[config.mk]
export PLATFORM = sky130hd
export DESIGN_NAME = wdc_control
export DESIGN_NICKNAME = d
export VERILOG_FILES = /design/src/rtl/wdc_pkg.sv /design/src/rtl/wdc_control.sv
export VERILOG_INCLUDE_DIRS = /design/src /design/src/rtl
export SDC_FILE = /design/constraint.sdc
export NUM_CORES = 1
export LEC_CHECK = 0
export ABC_AREA = 1
export BUFFER_PORTS_ARGS = -buffer_cell sky130_fd_sc_hd__buf_4
export CELL_PAD_IN_SITES_DETAIL_PLACEMENT = 2
export CELL_PAD_IN_SITES_GLOBAL_PLACEMENT = 2
export CORE_AREA = 2 2 50 52
export CTS_CLUSTER_SIZE = 8
export DETAILED_ROUTE_END_ITERATION = 12
export DIE_AREA = 0 0 52 54
export PLACE_DENSITY_LB_ADDON = 0.1
export SLEW_MARGIN = 20
export SYNTH_ARGS = -nofsm -noshare
export SYNTH_HDL_FRONTEND = slang
export SYNTH_SLANG_ARGS = --single-unit
export TNS_END_PERCENT = 20
[constraint.sdc]
create_clock -name clk_sys -period 3.2 [get_ports clk_sys]
set_clock_uncertainty 0.2 [all_clocks]
set_input_delay 0.64 -clock clk_sys [delete_from_list [all_inputs] [get_ports clk_sys]]
set_output_delay 0.64 -clock clk_sys [all_outputs]
set_load 0.01 [all_outputs]
[src/rtl/wdc_params.svh]
// field positions, reset values and widths of the watchdog control register
`ifndef WDC_PARAMS_SVH
`define WDC_PARAMS_SVH
`define WDC_DATA_W 8
`define WDC_BIT_WREN 0
`define WDC_BIT_ENABLE 1
`define WDC_BIT_STATUS 2
`define WDC_BIT_IRQSEL 3
`define WDC_PRE_LSB 4
`define WDC_PRE_MSB 7
`define WDC_PRE_W 4
`define WDC_PRE_RESET 4'h0
`define WDC_BIT_RESET 1'h0
`endif

[src/rtl/wdc_pkg.sv]
// types shared by the watchdog control logic
`default_nettype none
`include "wdc_params.svh"
package wdc_pkg;
    // one register access from the core
    typedef struct packed {
        logic wr;                          // write strobe, one cycle
        logic [`WDC_DATA_W-1:0] wdata;     // data written
    } wdc_sfr_req_s;
    // fields of the control register
    typedef struct packed {
        logic [`WDC_PRE_W-1:0] prescale;   // timeout period select
        logic irq_sel;                     // interrupt instead of reset
        logic status;                      // timeout has occurred
        logic enable;                      // watchdog running
        logic wr_en;                       // unlock for next write
    } wdc_ctrl_s;
endpackage
`default_nettype wire

[src/rtl/wdc_control.sv]
// watchdog control register, unlock sequence and timeout response
//
// What this block does, and what software must do ()
// interrupt select: timeout raises interrupt, not reset
// watchdog interrupt is fixed, unmaskable, high priority
// hardware sets status bit on every timeout while enable is set
// status cleared by hardware reset or software write, kept otherwise
// setting enable starts watchdog, clears its counters
// enable cleared: write zero, watchdog reset, supply
// write accepted only right after write-enable instruction
// software masks interrupts around the unlock sequence
//
// usage notes for whoever wires this block in:
// - the register is written from the core on the system clock, so no
//   synchroniser sits on the write port or on the event pulses
// - an unlock write arms the register for exactly one further instruction;
//   the instruction that carries the unlock may retire in the same cycle,
//   in which case the arm counts as already one instruction old
// - an interrupt taken between unlock and write would let the unlock expire
//   inside the handler; the caller is expected to mask interrupts first
// - sys_reset_req must never reach nrst: the status bit has to survive the
//   watchdog reset so software can tell why the system restarted
// - a timeout and a software clear of status in one cycle leave status set
// - a supply monitor pulse or a reset-response timeout overrides any
//   software attempt to set enable in that same cycle
// - wdt_irq is a level held until irq_ack; the global interrupt mask of the
//   core is deliberately not an input here
// - prescale_sel is only forwarded; the period counter decodes it
//
`default_nettype none
`include "wdc_params.svh"
module wdc_control (
    input wire logic clk_sys,
    input wire logic nrst,                         // external hardware reset
    input wire wdc_pkg::wdc_sfr_req_s sfr_req,     // core write to control register
    input wire logic instr_end,                    // core retires an instruction
    input wire logic timeout_expired,              // pulse from the period counter
    input wire logic supply_monitor,               // supply monitor interrupt pulse
    input wire logic irq_ack,                      // core enters watchdog vector
    output logic [`WDC_DATA_W-1:0] sfr_rdata,      // control register read value
    output logic [`WDC_PRE_W-1:0] prescale_sel,    // period select to the counter
    output logic counter_clear,                    // clears the period counter
    output logic sys_reset_req,                    // one-cycle system reset request
    output logic wdt_irq                           // unmaskable interrupt request
);
    wdc_pkg::wdc_ctrl_s ctrl;       // register contents
    wdc_pkg::wdc_ctrl_s next_ctrl;
    logic arm_fresh;                // unlock instruction not yet retired
    logic next_arm_fresh;
    logic next_counter_clear;
    logic next_sys_reset_req;
    logic next_wdt_irq;

    // decode of the access and of the events
    wire logic arm_write = sfr_req.wr && !ctrl.wr_en && sfr_req.wdata[`WDC_BIT_WREN];
    wire logic commit = sfr_req.wr && ctrl.wr_en;
    wire logic arm_stale = instr_end && ctrl.wr_en && !arm_fresh;
    wire logic timeout_hit = timeout_expired && ctrl.enable;
    wire logic hit_irq = timeout_hit && ctrl.irq_sel;
    wire logic hit_reset = timeout_hit && !ctrl.irq_sel;

    // next register value
    always_comb begin
        next_ctrl = ctrl;
        // armed write takes all fields but the unlock bit
        if (commit) begin
            next_ctrl.prescale = sfr_req.wdata[`WDC_PRE_MSB:`WDC_PRE_LSB];
            next_ctrl.irq_sel = sfr_req.wdata[`WDC_BIT_IRQSEL];
            next_ctrl.status = sfr_req.wdata[`WDC_BIT_STATUS];
            next_ctrl.enable = sfr_req.wdata[`WDC_BIT_ENABLE];
        end
        // unlock lives only for the next instruction
        if (arm_write) begin
            next_ctrl.wr_en = 1'b1;
        end else if (commit || arm_stale) begin
            next_ctrl.wr_en = 1'b0;
        end
        // timeout set wins over a software clear
        if (timeout_hit) begin
            next_ctrl.status = 1'b1;
        end
        // hardware stops the watchdog
        if (hit_reset || supply_monitor) begin
            next_ctrl.enable = 1'b0;
        end
    end

    // unlock age, pulses and interrupt level
    assign next_arm_fresh = arm_write ? !instr_end : (instr_end ? 1'b0 : arm_fresh);
    assign next_counter_clear = commit && sfr_req.wdata[`WDC_BIT_ENABLE];
    assign next_sys_reset_req = hit_reset;
    // no global mask reaches this level; ack clears, new hit wins
    assign next_wdt_irq = hit_irq || (wdt_irq && !irq_ack);

    // state; the hardware reset clears status, the watchdog reset does not
    always_ff @(posedge clk_sys or negedge nrst) begin
        if (!nrst) begin
            ctrl <= '{`WDC_PRE_RESET, `WDC_BIT_RESET, `WDC_BIT_RESET,
                      `WDC_BIT_RESET, `WDC_BIT_RESET};
            arm_fresh <= 1'b0;
            counter_clear <= 1'b0;
            sys_reset_req <= 1'b0;
            wdt_irq <= 1'b0;
        end else begin
            ctrl <= next_ctrl;
            arm_fresh <= next_arm_fresh;
            counter_clear <= next_counter_clear;
            sys_reset_req <= next_sys_reset_req;
            wdt_irq <= next_wdt_irq;
        end
    end

    // read back and counter select
    assign sfr_rdata = ctrl;
    assign prescale_sel = ctrl.prescale;
endmodule
`default_nettype wire

Word-level counts from Yosys, hierarchy flattened
Index checks and enable logic that the tools add are counted.
{ "word_totals": {"elab_cells": 38, "output_inout_bits": 15, "inputBits": 15, "reg_bits": 12} }
{ "op_classes": {"n_reduce_logical": 22, "mux": 7} }
{ "op_table": {"columns": ["operator", "count"], "rows": [
  ["$logic_and 1x1->1", 10],
  ["$reduce_bool 2->1", 4],
  ["$mux 1", 6],
  ["$logic_not 1->1", 5],
  ["$logic_or 1x1->1", 3],
  ["$mux 2", 1]
]} }

Depth between registers and ports, before layout
Gate-level depths: netlist (run 1).
{ "logic_depth": {"word_depth": 5, "ltp_mapped": 5, "depth_no_buf": 5} }

Worst setup path before layout (run 1)
Ideal clock, no wire load.
{ "synth_timing": {"kind": "flip-flop to output port", "start": "register ctrl, in the netlist prescale_sel[0]", "end": "output sfr_rdata[4]", "path_buffers": 1, "path_slack_ps": 1808, "stages_incl_launch_ff": 2, "arrival_time_ps": 552, "path_cell_list": "dfrtp_1 buf_4"} }
{ "synth_lines": {"columns": ["element", "line", "text"], "rows": [
  ["start, declared", "wdc_control.sv:46", "wdc_pkg::wdc_ctrl_s ctrl;"],
  ["start signal, assigned", "wdc_control.sv:98", "ctrl <= '{`WDC_PRE_RESET, `WDC_BIT_RESET, `WDC_BIT_RESET,"],
  ["start signal, assigned", "wdc_control.sv:105", "ctrl <= next_ctrl;"],
  ["end, declared", "wdc_control.sv:40", "output logic [`WDC_DATA_W-1:0] sfr_rdata,"]
]} }
No word-level cell between the ends.

Final worst setup path (run 1)
{ "layout_timing": {"start": "register ctrl, in the netlist sfr_rdata[0]", "end": "output sfr_rdata[0]"} }
No word-level cell between the ends.

==> metrics.sh, run 1 <==
SETUP.WORST_PATH.END='sfr_rdata[0]'
POSTCTSSETUPREPAIRBUFS=0
COMB_POWER_SHARE_PCT=28.5
GLOBAL_ROUTE.PEAK_USAGE_LAYER='met2'
FINAL.SETUP.TNS_PS=0
ANT_NETS=0
YOSYSWARNINGCOUNT=0
REPORT.FINAL.SLEW_VIOL_COUNT=0
PRE_CTS_SLACK_PS=1685
LARGEST_FAMILY_OF_LOGIC_CELLS_BY_SYNTHESIZED_AREA='simple AND/OR/NAND/NOR gates'
SYNTH_SEQ_AREA_SHARE_PCT=59.55
MET3_GRT_UTIL_PCT=2.778
WORST_SKEW_PAIR.LATE_LATENCY_PS=270
RR_STARTPOINT='sfr_rdata[0]'
TOTAL_POWER_W=0.0003955
AVGVIACOUNTPERCELL=4.009
STATIC_LEAKAGE_POWER_nW=0.4249
FINAL.PERIOD_UTILIZATION_PCT=52.87
IO-PIN-COUNT=30
FP.DIEAREA_UM2=2808
SYNTHXORXNORAREAFRAC_PCT=0
GROUTE.USAGE.OVERALL_PCT=10.44
POST_DP_AREA_UM2=729.5
NETLIST_TOP_CELLS_AREA='sky130_fd_sc_hd__dfrtp_1 60%, sky130_fd_sc_hd__nand2_1 16%, sky130_fd_sc_hd__buf_4 6.0%'
REG2REG_SLACK_PS=2040
DPL.HPWL_MM=1.011
POST_SYNTHESIS_COMPOUND_GATE_AREA_FRACTION_PCT=3.474
CTS_TREE='built'
BUFFER_PORTS.INSERTED=29
CRITICAL-PATH-MAX-STAGE-DELAY_PS=420
GR-USAGE-MET1_PCT=12.31
CRITICAL_PATH.CELL_CHAIN='buf_4'
DIODES_INSERTED=0
CP_NUM_BUF_INV=1
GRT_USE_MET2_PCT=16.88
SORT_OF_ELEMENT_AT_THE_END_OF_THE_CRITICAL_PATH='output port'
SYNTHESIS.NETS=71
SLEW_HEADROOM_PCT=86.19
SYNTH-SEQ-CELLS=12
REPORT.FINAL.HOLD_VIOL_COUNT=0
NETSWITCHINGPOWER_W=0.0001167
SHARE_OF_CELL_AREA_TAKEN_BY_MUXES_AFTER_SYNTHESIS_PCT=0
MAX-VDD-IR-DROP_mV=0.1431
TIMING.CRITICAL_PATH.FROM='sfr_rdata[0]'
CLOCK-SINKS=12
YOSYSUNIQUECELLTYPES=12
FMAX_MHz=591.1
SLOWEST_STAGE='sky130_fd_sc_hd__dfrtp_1'
CRITPATHARRIVALTIME_PS=850
FILLCELLCOUNT=283
PATH_CLK_SLEW_PS=80
RR_ENDPOINT='sfr_rdata[2]'
FINAL_PERIOD_MINUS_WORST_SETUP_SLACK_PS=1692
POST_DETAILED_ROUTING_WIRE_LENGTH_MM=1.262
WIRE_LENGTH_OF_THE_FIRST_GLOBAL_ROUTING_PASS_MM=2.028
FINAL_LAYOUT_NET_COUNT=102
CP.REQUIRED_PS=2360
PWR-SHARE-CLK_PCT=23.1
GRT_MAX_DEGREE=13
REPORT.FINAL.SETUP_VIOL=0
WORSTSETUPPATHTYPE='register to output port'
DIE_WIDTH_UM=52
RESULT_OF_THE_RUN='completed'
CLOCK_TREE.ROOT_CELL='sky130_fd_sc_hd__clkbuf_4'
GP_CONGESTION=0.5695
WORST_HOLD_PATH_TYPE='register to register'
FIRST_PASS_ITERS=2
INITIAL_UTILIZATION_PCT=21.74
CRITPATHTOPFAMILY='flip-flops'
SYNTH_CELLS=56
SYNTH.LARGEST_AREA_CELL='sky130_fd_sc_hd__dfrtp_1'
SHARE_OF_CELLS_ABOVE_DRIVE_STRENGTH_1_PCT=42.35
VIAS=461
DETAILED_ROUTE_ITER0_VIOLATIONS=4
SEQUENTIALPOWERSHARE_PCT=48.4
CTS.REPAIR.RESIZED=0
POWER_PER_CELL_AREA_nW_PER_UM2=519.1
SYNTH_TOP_AREA_SHARE_PCT=59.55
TIGHTEST_SLEW_PS=206.5
AREA_SHARE_OF_FA_HA_MAJ_CELLS_AFTER_SYNTHESIS_PCT=0
FP.COREAREA_UM2=2320
CLOCKBUFFERDEPTH=2
WL_PER_CELL_UM=10.97
ANTENNA_FOUND_INITIAL=0
GRT_PASS1_VIAS=442
NETSWITCHINGFRACTION_PCT=29.51
OVERFLOW=0
CTS_BUFFERS=3
CTS_H_TREE_DEPTH=1
CRITPATHMAXFANOUT=4
CRITICAL_PATH_CELL_COUNT=1
SYNTH_SIMPLE_GATE_AREA_SHARE_PCT=25.56
SETUP_REPAIR_AFTER_GLOBAL_ROUTING_MISSED_ITS_MARGIN='false'
ROWS=18
FIN_WS_PS=1508
SYNTHESIS.AREA_UM2=504.2
WORST-R2R-CELL-COUNT=4
SYN2LAYOUT_AREA_GROWTH_PCT=51.12
TIMING.MAX_CAP.VIOLATIONS=0
REMAINING_DRC_ERRORS=0
POST-ROUTE-CELL-AREA_UM2=762.0
INTPOWER_W=0.0002788
FLOORPLAN.DIE.HEIGHT_UM=54
SYN-MEAN-INSTANCE-AREA_UM2=9.004
CP-START-KIND='register'
-- worst register-to-register path: cells and delay by family (launching register included) --
kind / cells / cell delay (ps)
buffers and inverters: 1 / 110
DFF: 1 / 420
and+or+nand+nor: 3 / 310
-- flip-flops by register name (all words and copies together), names as in the netlist --
name	flops
prescale_sel	4
sfr_rdata	4
arm_fresh	1
counter_clear	1
sys_reset_req	1
wdt_irq	1
-- cells in the mapped netlist --
| master | count |
|---|---|
| sky130_fd_sc_hd__a21oi_1 | 1 |
| sky130_fd_sc_hd__buf_4 | 4 |
| sky130_fd_sc_hd__clkinv_4 | 1 |
| sky130_fd_sc_hd__dfrtp_1 | 12 |
| sky130_fd_sc_hd__inv_1 | 5 |
| sky130_fd_sc_hd__nand2_1 | 22 |
| sky130_fd_sc_hd__nand2_2 | 2 |
| sky130_fd_sc_hd__nand3_1 | 4 |
| sky130_fd_sc_hd__nor2_1 | 2 |
| sky130_fd_sc_hd__nor2_2 | 1 |
| sky130_fd_sc_hd__o21ai_1 | 1 |
| sky130_fd_sc_hd__o21bai_1 | 1 |
-- placed cells by master (no fill, tap or decap) --
master | synthesis | routed
sky130_fd_sc_hd__dfrtp_1 | 12 | 12
sky130_fd_sc_hd__buf_4 | 4 | 29
sky130_fd_sc_hd__nand3_1 | 4 | 4
sky130_fd_sc_hd__nand2_2 | 2 | 2
sky130_fd_sc_hd__o21bai_1 | 1 | 1
sky130_fd_sc_hd__inv_1 | 5 | 5
sky130_fd_sc_hd__nor2_1 | 2 | 2
sky130_fd_sc_hd__dlygate4sd3_1 | 0 | 1
sky130_fd_sc_hd__clkinv_4 | 1 | 1
sky130_fd_sc_hd__a21oi_1 | 1 | 1
sky130_fd_sc_hd__o21ai_1 | 1 | 1
sky130_fd_sc_hd__nand2_1 | 22 | 22
sky130_fd_sc_hd__nor2_2 | 1 | 1
sky130_fd_sc_hd__clkbuf_4 | 0 | 3
-- layout make-up --
class                      count  area (µm²)  area share (%)
timing repair buffer          30       227.7           29.88
multi-input combinational     34       146.4           19.21
inverter                       6       27.53           3.612
sequential                    12       300.3           39.41
clock buffer                   3       22.52           2.956
tap                           30       37.54           4.926
-- logic make-up after synthesis --
group | Yosys count
AO/OA/AOI/OAI | 3
buffers and inverters | 10
flip-flops | 12
AND/OR/NAND/NOR | 31
-- worst min-delay path by stage --
| stage | startpoint | to | slack [ps] | cells past startpoint |
|---|---|---|---|---|
| 2_1_floorplan | nrst | arm_fresh | 140 | 0 |
| 3_3_place_gp | nrst | wdt_irq | 290 | 1 |
| 3_5_place_dp | nrst | wdt_irq | 300 | 1 |
| 4_1_cts | instr_end | arm_fresh | 310 | 2 |
| 5_1_grt | instr_end | arm_fresh | 310 | 2 |
| 6_report | sfr_rdata[2] | sfr_rdata[2] | 310 | 2 |
-- power groups by stage --
stage | clock, W | sequential (W) | combinational, W
after floorplan | 0 | 0.000202 | 0.0000476
after global placement | 0 | 0.000195 | 0.000113
after detailed placement | 0 | 0.000195 | 0.000115
after CTS | 0.0000976 | 0.000192 | 0.000116
after global routing | 0.000106 | 0.000196 | 0.000126
final | 0.0000913 | 0.000191 | 0.000113
-- repair_timing --
| item | in CTS | in global routing |
|---|---|---|
| hold buffers | 1 | 0 |
| hold endpoints to repair | 6 | 0 |
| setup endpoints to repair | 0 | 0 |
-- metal layers --
metal,vias to the layer above,wire [µm]
li1,225,-
met1,218,493
met2,16,663
met3,2,83
met4,0,22
met5,-,0
-- through the flow --
step | instances | hold WS (ps) | util [%]
after floorplan | 56 | 144.4 | -
after global placement | 111 | 294.2 | 31.45
after detailed placement | 111 | 295.2 | 31.45
after CTS | 115 | 305.2 | 32.85
after global routing | 115 | 314.0 | 32.85
final | 115 | 313.8 | 32.85
Note: power is estimated with default switching activity, not from simulation.
==> run 2, diff against run 1 <==
--- a/config.mk
+++ b/config.mk
@@ -10,10 +10,10 @@
 export BUFFER_PORTS_ARGS = -buffer_cell sky130_fd_sc_hd__buf_4
 export CELL_PAD_IN_SITES_DETAIL_PLACEMENT = 2
 export CELL_PAD_IN_SITES_GLOBAL_PLACEMENT = 2
-export CORE_AREA = 2 2 50 52
+export CORE_AREA = 2 2 53 55
 export CTS_CLUSTER_SIZE = 8
 export DETAILED_ROUTE_END_ITERATION = 12
-export DIE_AREA = 0 0 52 54
+export DIE_AREA = 0 0 55 57
 export PLACE_DENSITY_LB_ADDON = 0.1
 export SLEW_MARGIN = 20
 export SYNTH_ARGS = -nofsm -noshare
==> constraint.sdc (replaced) <==
create_clock -name clk_sys -period 1.7 [get_ports clk_sys]
set_clock_uncertainty 0.2 [all_clocks]
set_input_delay 0.34 -clock clk_sys [delete_from_list [all_inputs] [get_ports clk_sys]]
set_output_delay 0.34 -clock clk_sys [all_outputs]
set_load 0.01 [all_outputs]
==> run 2 against run 1 <==
Effect of this change: critical path depth is the same; design area rose by 2.0%; hold slack got worse by 290 ps; utilization down 3.1 points; via count up 1.3%; sequential power grew 90%; total power rose by 100%; global-route usage down 0.53 points; die area is 12% higher; sequential share of layout area down 0.76 points; register-to-register slack lost 1500 ps.
==> metrics.sh, run 2 (synthesis results as in run 1) <==
REPORT.FINAL.SETUP_VIOL=0  # unchanged
HOLD_PATH.STARTPOINT='instr_end'  # was sfr_rdata[2]
BUFFER_PORTS.INSERTED=29  # unchanged
NETSWITCHINGPOWER_W=0.0002271  # was 0.0001167 W
WL_PER_CELL_UM=11.43  # was 10.97 µm
GRT_MAX_DEGREE=13  # unchanged
WORSTSETUPPATHTYPE='register to output port'  # unchanged
WORST_HOLD_PATH_TYPE='primary input to register'  # was register to register
REPORT.FINAL.SLEW_VIOL_COUNT=0  # unchanged
TIMING.HOLD.WS_PS=21.42  # was 313.8 ps
POSTCTSSETUPREPAIRBUFS=0  # unchanged
SEQUENTIALPOWERSHARE_PCT=45.2  # was 48.4%
GP_CONGESTION=0.6377  # was 0.5695
FP.DIEAREA_UM2=3135  # was 2808 µm²
FLOORPLAN.DIE.HEIGHT_UM=57  # was 54 µm
ROWS=19  # was 18
RR_STARTPOINT='sfr_rdata[0]'  # unchanged
SLOWEST_STAGE='sky130_fd_sc_hd__dfrtp_1'  # unchanged
SYN2LAYOUT_AREA_GROWTH_PCT=54.09  # was 51.12%
DIODES_INSERTED=0  # unchanged
CTS_BUFFERS=3  # unchanged
CP_NUM_BUF_INV=1  # unchanged
RESULT_OF_THE_RUN='completed'  # unchanged
CP-START-KIND='register'  # unchanged
CRITPATHARRIVALTIME_PS=880  # was 850 ps
LAYOUT_COMMON_CELLS='29 x sky130_fd_sc_hd__buf_4, 22 x sky130_fd_sc_hd__nand2_1, 12 x sky130_fd_sc_hd__dfrtp_1'  # unchanged
MAX-VDD-IR-DROP_mV=0.3895  # was 0.1431 mV
OVERFLOW=0  # unchanged
ENDPOINT_OF_THE_WORST_HOLD_PATH='arm_fresh'  # was sfr_rdata[2]
CRITPATHMAXFANOUT=5  # was 4
RR_ENDPOINT='sfr_rdata[2]'  # unchanged
ANTENNA_FOUND_INITIAL=0  # unchanged
DP.CELLS=112  # was 111
WIRE_LENGTH_OF_THE_FIRST_GLOBAL_ROUTING_PASS_MM=2.242  # was 2.028 mm
INTPOWER_W=0.0005729  # was 0.0002788 W
CTS.REPAIR.RESIZED=0  # unchanged
FILLCELLCOUNT=320  # was 283
CLOCKBUFFERDEPTH=2  # unchanged
FP.COREAREA_UM2=2615  # was 2320 µm²
CTS_H_TREE_DEPTH=1  # unchanged
CRITICAL_PATH_CELL_COUNT=1  # unchanged
LAYOUTNONFILLERINSTCOUNT=117  # was 115
TIMING.MAX_CAP.VIOLATIONS=0  # unchanged
ANT_NETS=0  # unchanged
TOTAL_POWER_W=0.0008001  # was 0.0003955 W
SORT_OF_ELEMENT_AT_THE_END_OF_THE_CRITICAL_PATH='output port'  # unchanged
DETAILED_ROUTE_ITER0_VIOLATIONS=6  # was 4
STATIC_LEAKAGE_POWER_nW=0.4321  # was 0.4249 nW
REMAINING_DRC_ERRORS=0  # unchanged
FIRST_PASS_ITERS=4  # was 2
CRITICAL-PATH-MAX-STAGE-DELAY_PS=440  # was 420 ps
PRE_CTS_SLACK_PS=478.8  # was 1685 ps
NETSWITCHINGFRACTION_PCT=28.39  # was 29.51%
SHARE_OF_CELLS_ABOVE_DRIVE_STRENGTH_1_PCT=43.02  # was 42.35%
TIMING.CRITICAL_PATH.FROM='sfr_rdata[3]'  # was sfr_rdata[0]
REPORT.FINAL.HOLD_VIOL_COUNT=0  # unchanged
GROUTE.USAGE.OVERALL_PCT=9.916  # was 10.44%
PWR-SHARE-CLK_PCT=27.9  # was 23.1%
WORST_HOLD_PATH.NUM_CELLS=2  # unchanged
POST_DETAILED_ROUTING_WIRE_LENGTH_MM=1.337  # was 1.262 mm
GRT_PASS1_VIAS=486  # was 442
WORST_SKEW_PAIR.LATE_LATENCY_PS=270  # about the same
POWER_PER_CELL_AREA_nW_PER_UM2=1030  # was 519.1 nW/µm²
COMB_POWER_SHARE_PCT=26.8  # was 28.5%
PATH_CLK_SLEW_PS=80  # about the same
DIE_WIDTH_UM=55  # was 52 µm
IO-PIN-COUNT=30  # unchanged
VIAS=467  # was 461
REG2REG_SLACK_PS=550  # was 2040 ps
TIGHTEST_SLEW_PS=203.5  # was 206.5 ps
INITIAL_UTILIZATION_PCT=19.28  # was 21.74%
DPL.HPWL_MM=1.089  # was 1.011 mm
SLEW_HEADROOM_PCT=86.38  # was 86.19%
MOST_COMMON_CELL_AFTER_LAYOUT_FILL_AND_TAPS_ASIDE='sky130_fd_sc_hd__buf_4'  # unchanged
CRITICAL_PATH.CELL_CHAIN='buf_4'  # unchanged
FINAL_PERIOD_MINUS_WORST_SETUP_SLACK_PS=1420
WORST-R2R-CELL-COUNT=4  # unchanged
FINAL.PERIOD_UTILIZATION_PCT=83.52
FMAX_MHz=704.3
FINAL_LAYOUT_NET_COUNT=102  # unchanged
SETUP_REPAIR_AFTER_GLOBAL_ROUTING_MISSED_ITS_MARGIN='false'  # unchanged
CTS_TREE='built'  # unchanged
FINAL.SETUP.TNS_PS=0  # unchanged
CRITPATHTOPFAMILY='flip-flops'  # unchanged
CLOCK-SINKS=12  # unchanged
FIN_WS_PS=280.1  # was 1508 ps
AVGVIACOUNTPERCELL=3.991  # was 4.009
CLOCK_TREE.ROOT_CELL='sky130_fd_sc_hd__clkbuf_4'  # unchanged
CP.REQUIRED_PS=1160  # was 2360 ps
run 2: changes by cell type in the layout (fill, tap and decap cells not counted):
cell and delta:
sky130_fd_sc_hd__clkbuf_8 +1
run 2: worst max-delay path by stage:
stage                    to  slack (ps)
2_1_floorplan  sfr_rdata[2]         610
3_3_place_gp   sfr_rdata[2]         510
6_report       sfr_rdata[3]         280
5_1_grt        sfr_rdata[3]         240
4_1_cts        sfr_rdata[3]         260
3_5_place_dp   sfr_rdata[2]         480
run 2: power groups by stage:
stage	sequential (W)	clock [W]	combinational, W
2_1_floorplan	0.000380	0	0.0000895
3_3_place_gp	0.000369	0	0.000214
3_5_place_dp	0.000368	0	0.000218
4_1_cts	0.000363	0.000238	0.000221
5_1_grt	0.000370	0.000253	0.000242
6_report	0.000362	0.000224	0.000215
run 2: what timing repair did:
action | CTS | global route
hold buffers | 1 | 0
hold endpoints to repair | 12 | 0
setup endpoints to repair | 0 | 0
run 2: final cells by class:
class	instances	area, µm²	area share (%)
clock buffers	4	36.28	4.670
inverters	6	27.53	3.543
multi-input cells	34	146.4	18.84
flip-flops and latches	12	300.3	38.65
well taps	31	38.79	4.992
repair buffers	30	227.7	29.31
run 2: routing by layer:
layer	track usage, %	vias up	part of all wire (%)	wire length [µm]
met3	1.571	2	7.4	99
met2	15.14	18	47	629
li1	-	228	-	-
met1	12.73	219	44	586
met4	6.272	0	1.6	21
met5	0	-	0	0
run 2: per-stage QoR:
stage	utilization (%)	cell area, µm²
floorplan	-	504.2
global placement	27.94	730.7
detailed placement	27.94	730.7
CTS	29.71	777.0
global route	29.71	777.0
finish	29.71	777.0
==> run 3, diff against run 2 <==
==> constraint.sdc (replaced) <==
create_clock -name clk_sys -period 1.4 [get_ports clk_sys]
set_clock_uncertainty 0.2 [all_clocks]
set_input_delay 0.28 -clock clk_sys [delete_from_list [all_inputs] [get_ports clk_sys]]
set_output_delay 0.28 -clock clk_sys [all_outputs]
set_load 0.01 [all_outputs]
==> run 3 against run 2 <==
Effect of this change: first-iteration DRC count fell by 67%; sequential cell count did not move; total power rose by 15%; setup slack got worse by 230 ps; sequential share of layout area fell by 0.31 points; largest cell class unchanged.
==> metrics.sh, run 3 (synthesis results as in run 1) <==
WORST-R2R-CELL-COUNT=4  # unchanged
GRT_MAX_DEGREE=13  # unchanged
WIRE_LENGTH_OF_THE_FIRST_GLOBAL_ROUTING_PASS_MM=2.325  # was 2.242 mm
REPORT.FINAL.SLEW_VIOL_COUNT=0  # unchanged
GROUTE.USAGE.OVERALL_PCT=10.43  # was 9.916%
FIN_WS_PS=50.73  # was 280.1 ps
RESULT_OF_THE_RUN='completed'  # unchanged
CRITICAL_PATH.CELL_CHAIN='buf_4'  # unchanged
SORT_OF_ELEMENT_AT_THE_END_OF_THE_CRITICAL_PATH='output port'  # unchanged
REMAINING_DRC_ERRORS=0  # unchanged
SHARE_OF_CELLS_ABOVE_DRIVE_STRENGTH_1_PCT=41.38  # was 43.02%
INITIAL_UTILIZATION_PCT=19.28  # unchanged
FINAL.PERIOD_UTILIZATION_PCT=96.38
FILLCELLCOUNT=333  # was 320
FP.COREAREA_UM2=2615  # unchanged
POST_DETAILED_ROUTING_WIRE_LENGTH_MM=1.404  # was 1.337 mm
CP-START-KIND='register'  # unchanged
DIODES_INSERTED=0  # unchanged
ANT_NETS=0  # unchanged
ROUTED-WL-MET3_UM=84  # was 99 µm
TOPROUTINGLAYERUSED='met4'  # unchanged
CRITPATHARRIVALTIME_PS=870  # was 880 ps
HOLDBUFCOUNTCTS=3  # was 1
DETAILED_ROUTE_ITER0_VIOLATIONS=2  # was 6
VIAS=474  # was 467
WL_PER_CELL_UM=11.90  # was 11.43 µm
FMAX_MHz=741.1
REPORT.FINAL.SETUP_VIOL=0  # unchanged
PATH_CLK_SLEW_PS=80  # about the same
ANTENNA_FOUND_INITIAL=0  # unchanged
FINAL_PERIOD_MINUS_WORST_SETUP_SLACK_PS=1349
CRITICAL-PATH-MAX-STAGE-DELAY_PS=440  # about the same
MET1WIRELENGTH_UM=622  # was 586 µm
SETUP_REPAIR_AFTER_GLOBAL_ROUTING_MISSED_ITS_MARGIN='false'  # unchanged
TIGHTEST_SLEW_PS=213.5  # was 203.5 ps
FIRST_PASS_ITERS=3  # was 4
MAX-VDD-IR-DROP_mV=0.3773  # was 0.3895 mV
IO-PIN-COUNT=30  # unchanged
WORST_HOLD_PATH_TYPE='primary input to register'  # unchanged
CTS_TREE='built'  # unchanged
CLOCK_TREE.ROOT_CELL='sky130_fd_sc_hd__clkbuf_4'  # unchanged
WORST_HOLD_PATH.NUM_CELLS=3  # was 2
WORSTSETUPPATHTYPE='register to output port'  # unchanged
DPL.HPWL_MM=1.078  # was 1.089 mm
POWER_PER_CELL_AREA_nW_PER_UM2=1175  # was 1030 nW/µm²
FLOORPLAN.DIE.HEIGHT_UM=57  # unchanged
CRITICAL_PATH_CELL_COUNT=1  # unchanged
MOST_COMMON_CELL_AFTER_LAYOUT_FILL_AND_TAPS_ASIDE='sky130_fd_sc_hd__buf_4'  # unchanged
CTS.REPAIR.RESIZED=0  # unchanged
SLOWEST_STAGE='sky130_fd_sc_hd__dfrtp_1'  # unchanged
PRE_CTS_SLACK_PS=239.4  # was 478.8 ps
SYN2LAYOUT_AREA_GROWTH_PCT=55.33  # was 54.09%
TIMING.HOLD.WS_PS=3.758  # was 21.42 ps
BUFFER_PORTS.INSERTED=29  # unchanged
FINAL_LAYOUT_NET_COUNT=104  # was 102
STATIC_LEAKAGE_POWER_nW=0.4333  # was 0.4321 nW
REPORT.FINAL.HOLD_VIOL_COUNT=0  # unchanged
CLOCK-SINKS=12  # unchanged
CLOCKBUFFERDEPTH=2  # unchanged
OVERFLOW=0  # unchanged
CRITPATHMAXFANOUT=5  # unchanged
FP.DIEAREA_UM2=3135  # unchanged
CP_NUM_BUF_INV=1  # unchanged
FINAL.SETUP.TNS_PS=0  # unchanged
GP_CONGESTION=0.6190  # was 0.6377
CP.REQUIRED_PS=920  # was 1160 ps
CTS_BUFFERS=3  # unchanged
DIE_WIDTH_UM=55  # unchanged
ROWS=19  # unchanged
ROUTED-WL-MET2_UM=675  # was 629 µm
TIMING.MAX_CAP.VIOLATIONS=0  # unchanged
CTS_H_TREE_DEPTH=1  # unchanged
POSTCTSSETUPREPAIRBUFS=0  # unchanged
GRT_PASS1_VIAS=491  # was 486
WORST_SKEW_PAIR.LATE_LATENCY_PS=270  # about the same
CRITPATHTOPFAMILY='flip-flops'  # unchanged
LAYOUT_COMMON_CELLS='29 x sky130_fd_sc_hd__buf_4, 22 x sky130_fd_sc_hd__nand2_1, 12 x sky130_fd_sc_hd__dfrtp_1'  # unchanged
SLEW_HEADROOM_PCT=85.71  # was 86.38%
AVGVIACOUNTPERCELL=4.017  # was 3.991
## run 3: area by class of cell
cell class                      instances  area, µm²  area share [%]
Clock buffer                            3      22.52           2.875
Multi-Input combinational cell         34      146.4           18.69
Tap cell                               31      38.79           4.952
Timing Repair Buffer                   32      247.7           31.63
Inverter                                6      27.53           3.514
Sequential cell                        12      300.3           38.34
## run 3: power breakdown
group | internal [W] | switching (W) | total (W)
combinational | 0.000145 | 0.000119 | 0.000265
sequential | 0.000396 | 0.0000439 | 0.000440
clock | 0.0000994 | 0.000116 | 0.000216
total | 0.000641 | 0.000280 | 0.000920
## run 3: final timing paths
check                           slack [ps]         endpoint    startpoint
worst max-delay path                    50     sfr_rdata[3]  sfr_rdata[3]
worst min-delay path                     4  prescale_sel[2]    sfr_req[6]
worst max register to register         220     sfr_rdata[2]  sfr_rdata[0]
worst min register to register         320     sfr_rdata[2]  sfr_rdata[2]
max in group asynchronous              650          wdt_irq          nrst
min in group asynchronous              180  prescale_sel[3]          nrst
## run 3: stage by stage
step	util [%]	instance area, µm²	std cells	power (W)
floorplan	-	504.2	56	0.0005697
global placement	27.94	730.7	112	0.0007071
detailed placement	27.94	730.7	112	0.0007119
CTS	29.95	783.3	118	0.0009428
global route	29.95	783.3	118	0.0009963
finish	29.95	783.3	118	0.0009203
## run 3: per-layer routing
layer / vias to the layer above / track usage [%]
met5: - / 0
met2: 18 / 16.16
met3: 2 / 1.571
met1: 223 / 13.37
met4: 0 / 6.272
li1: 231 / -
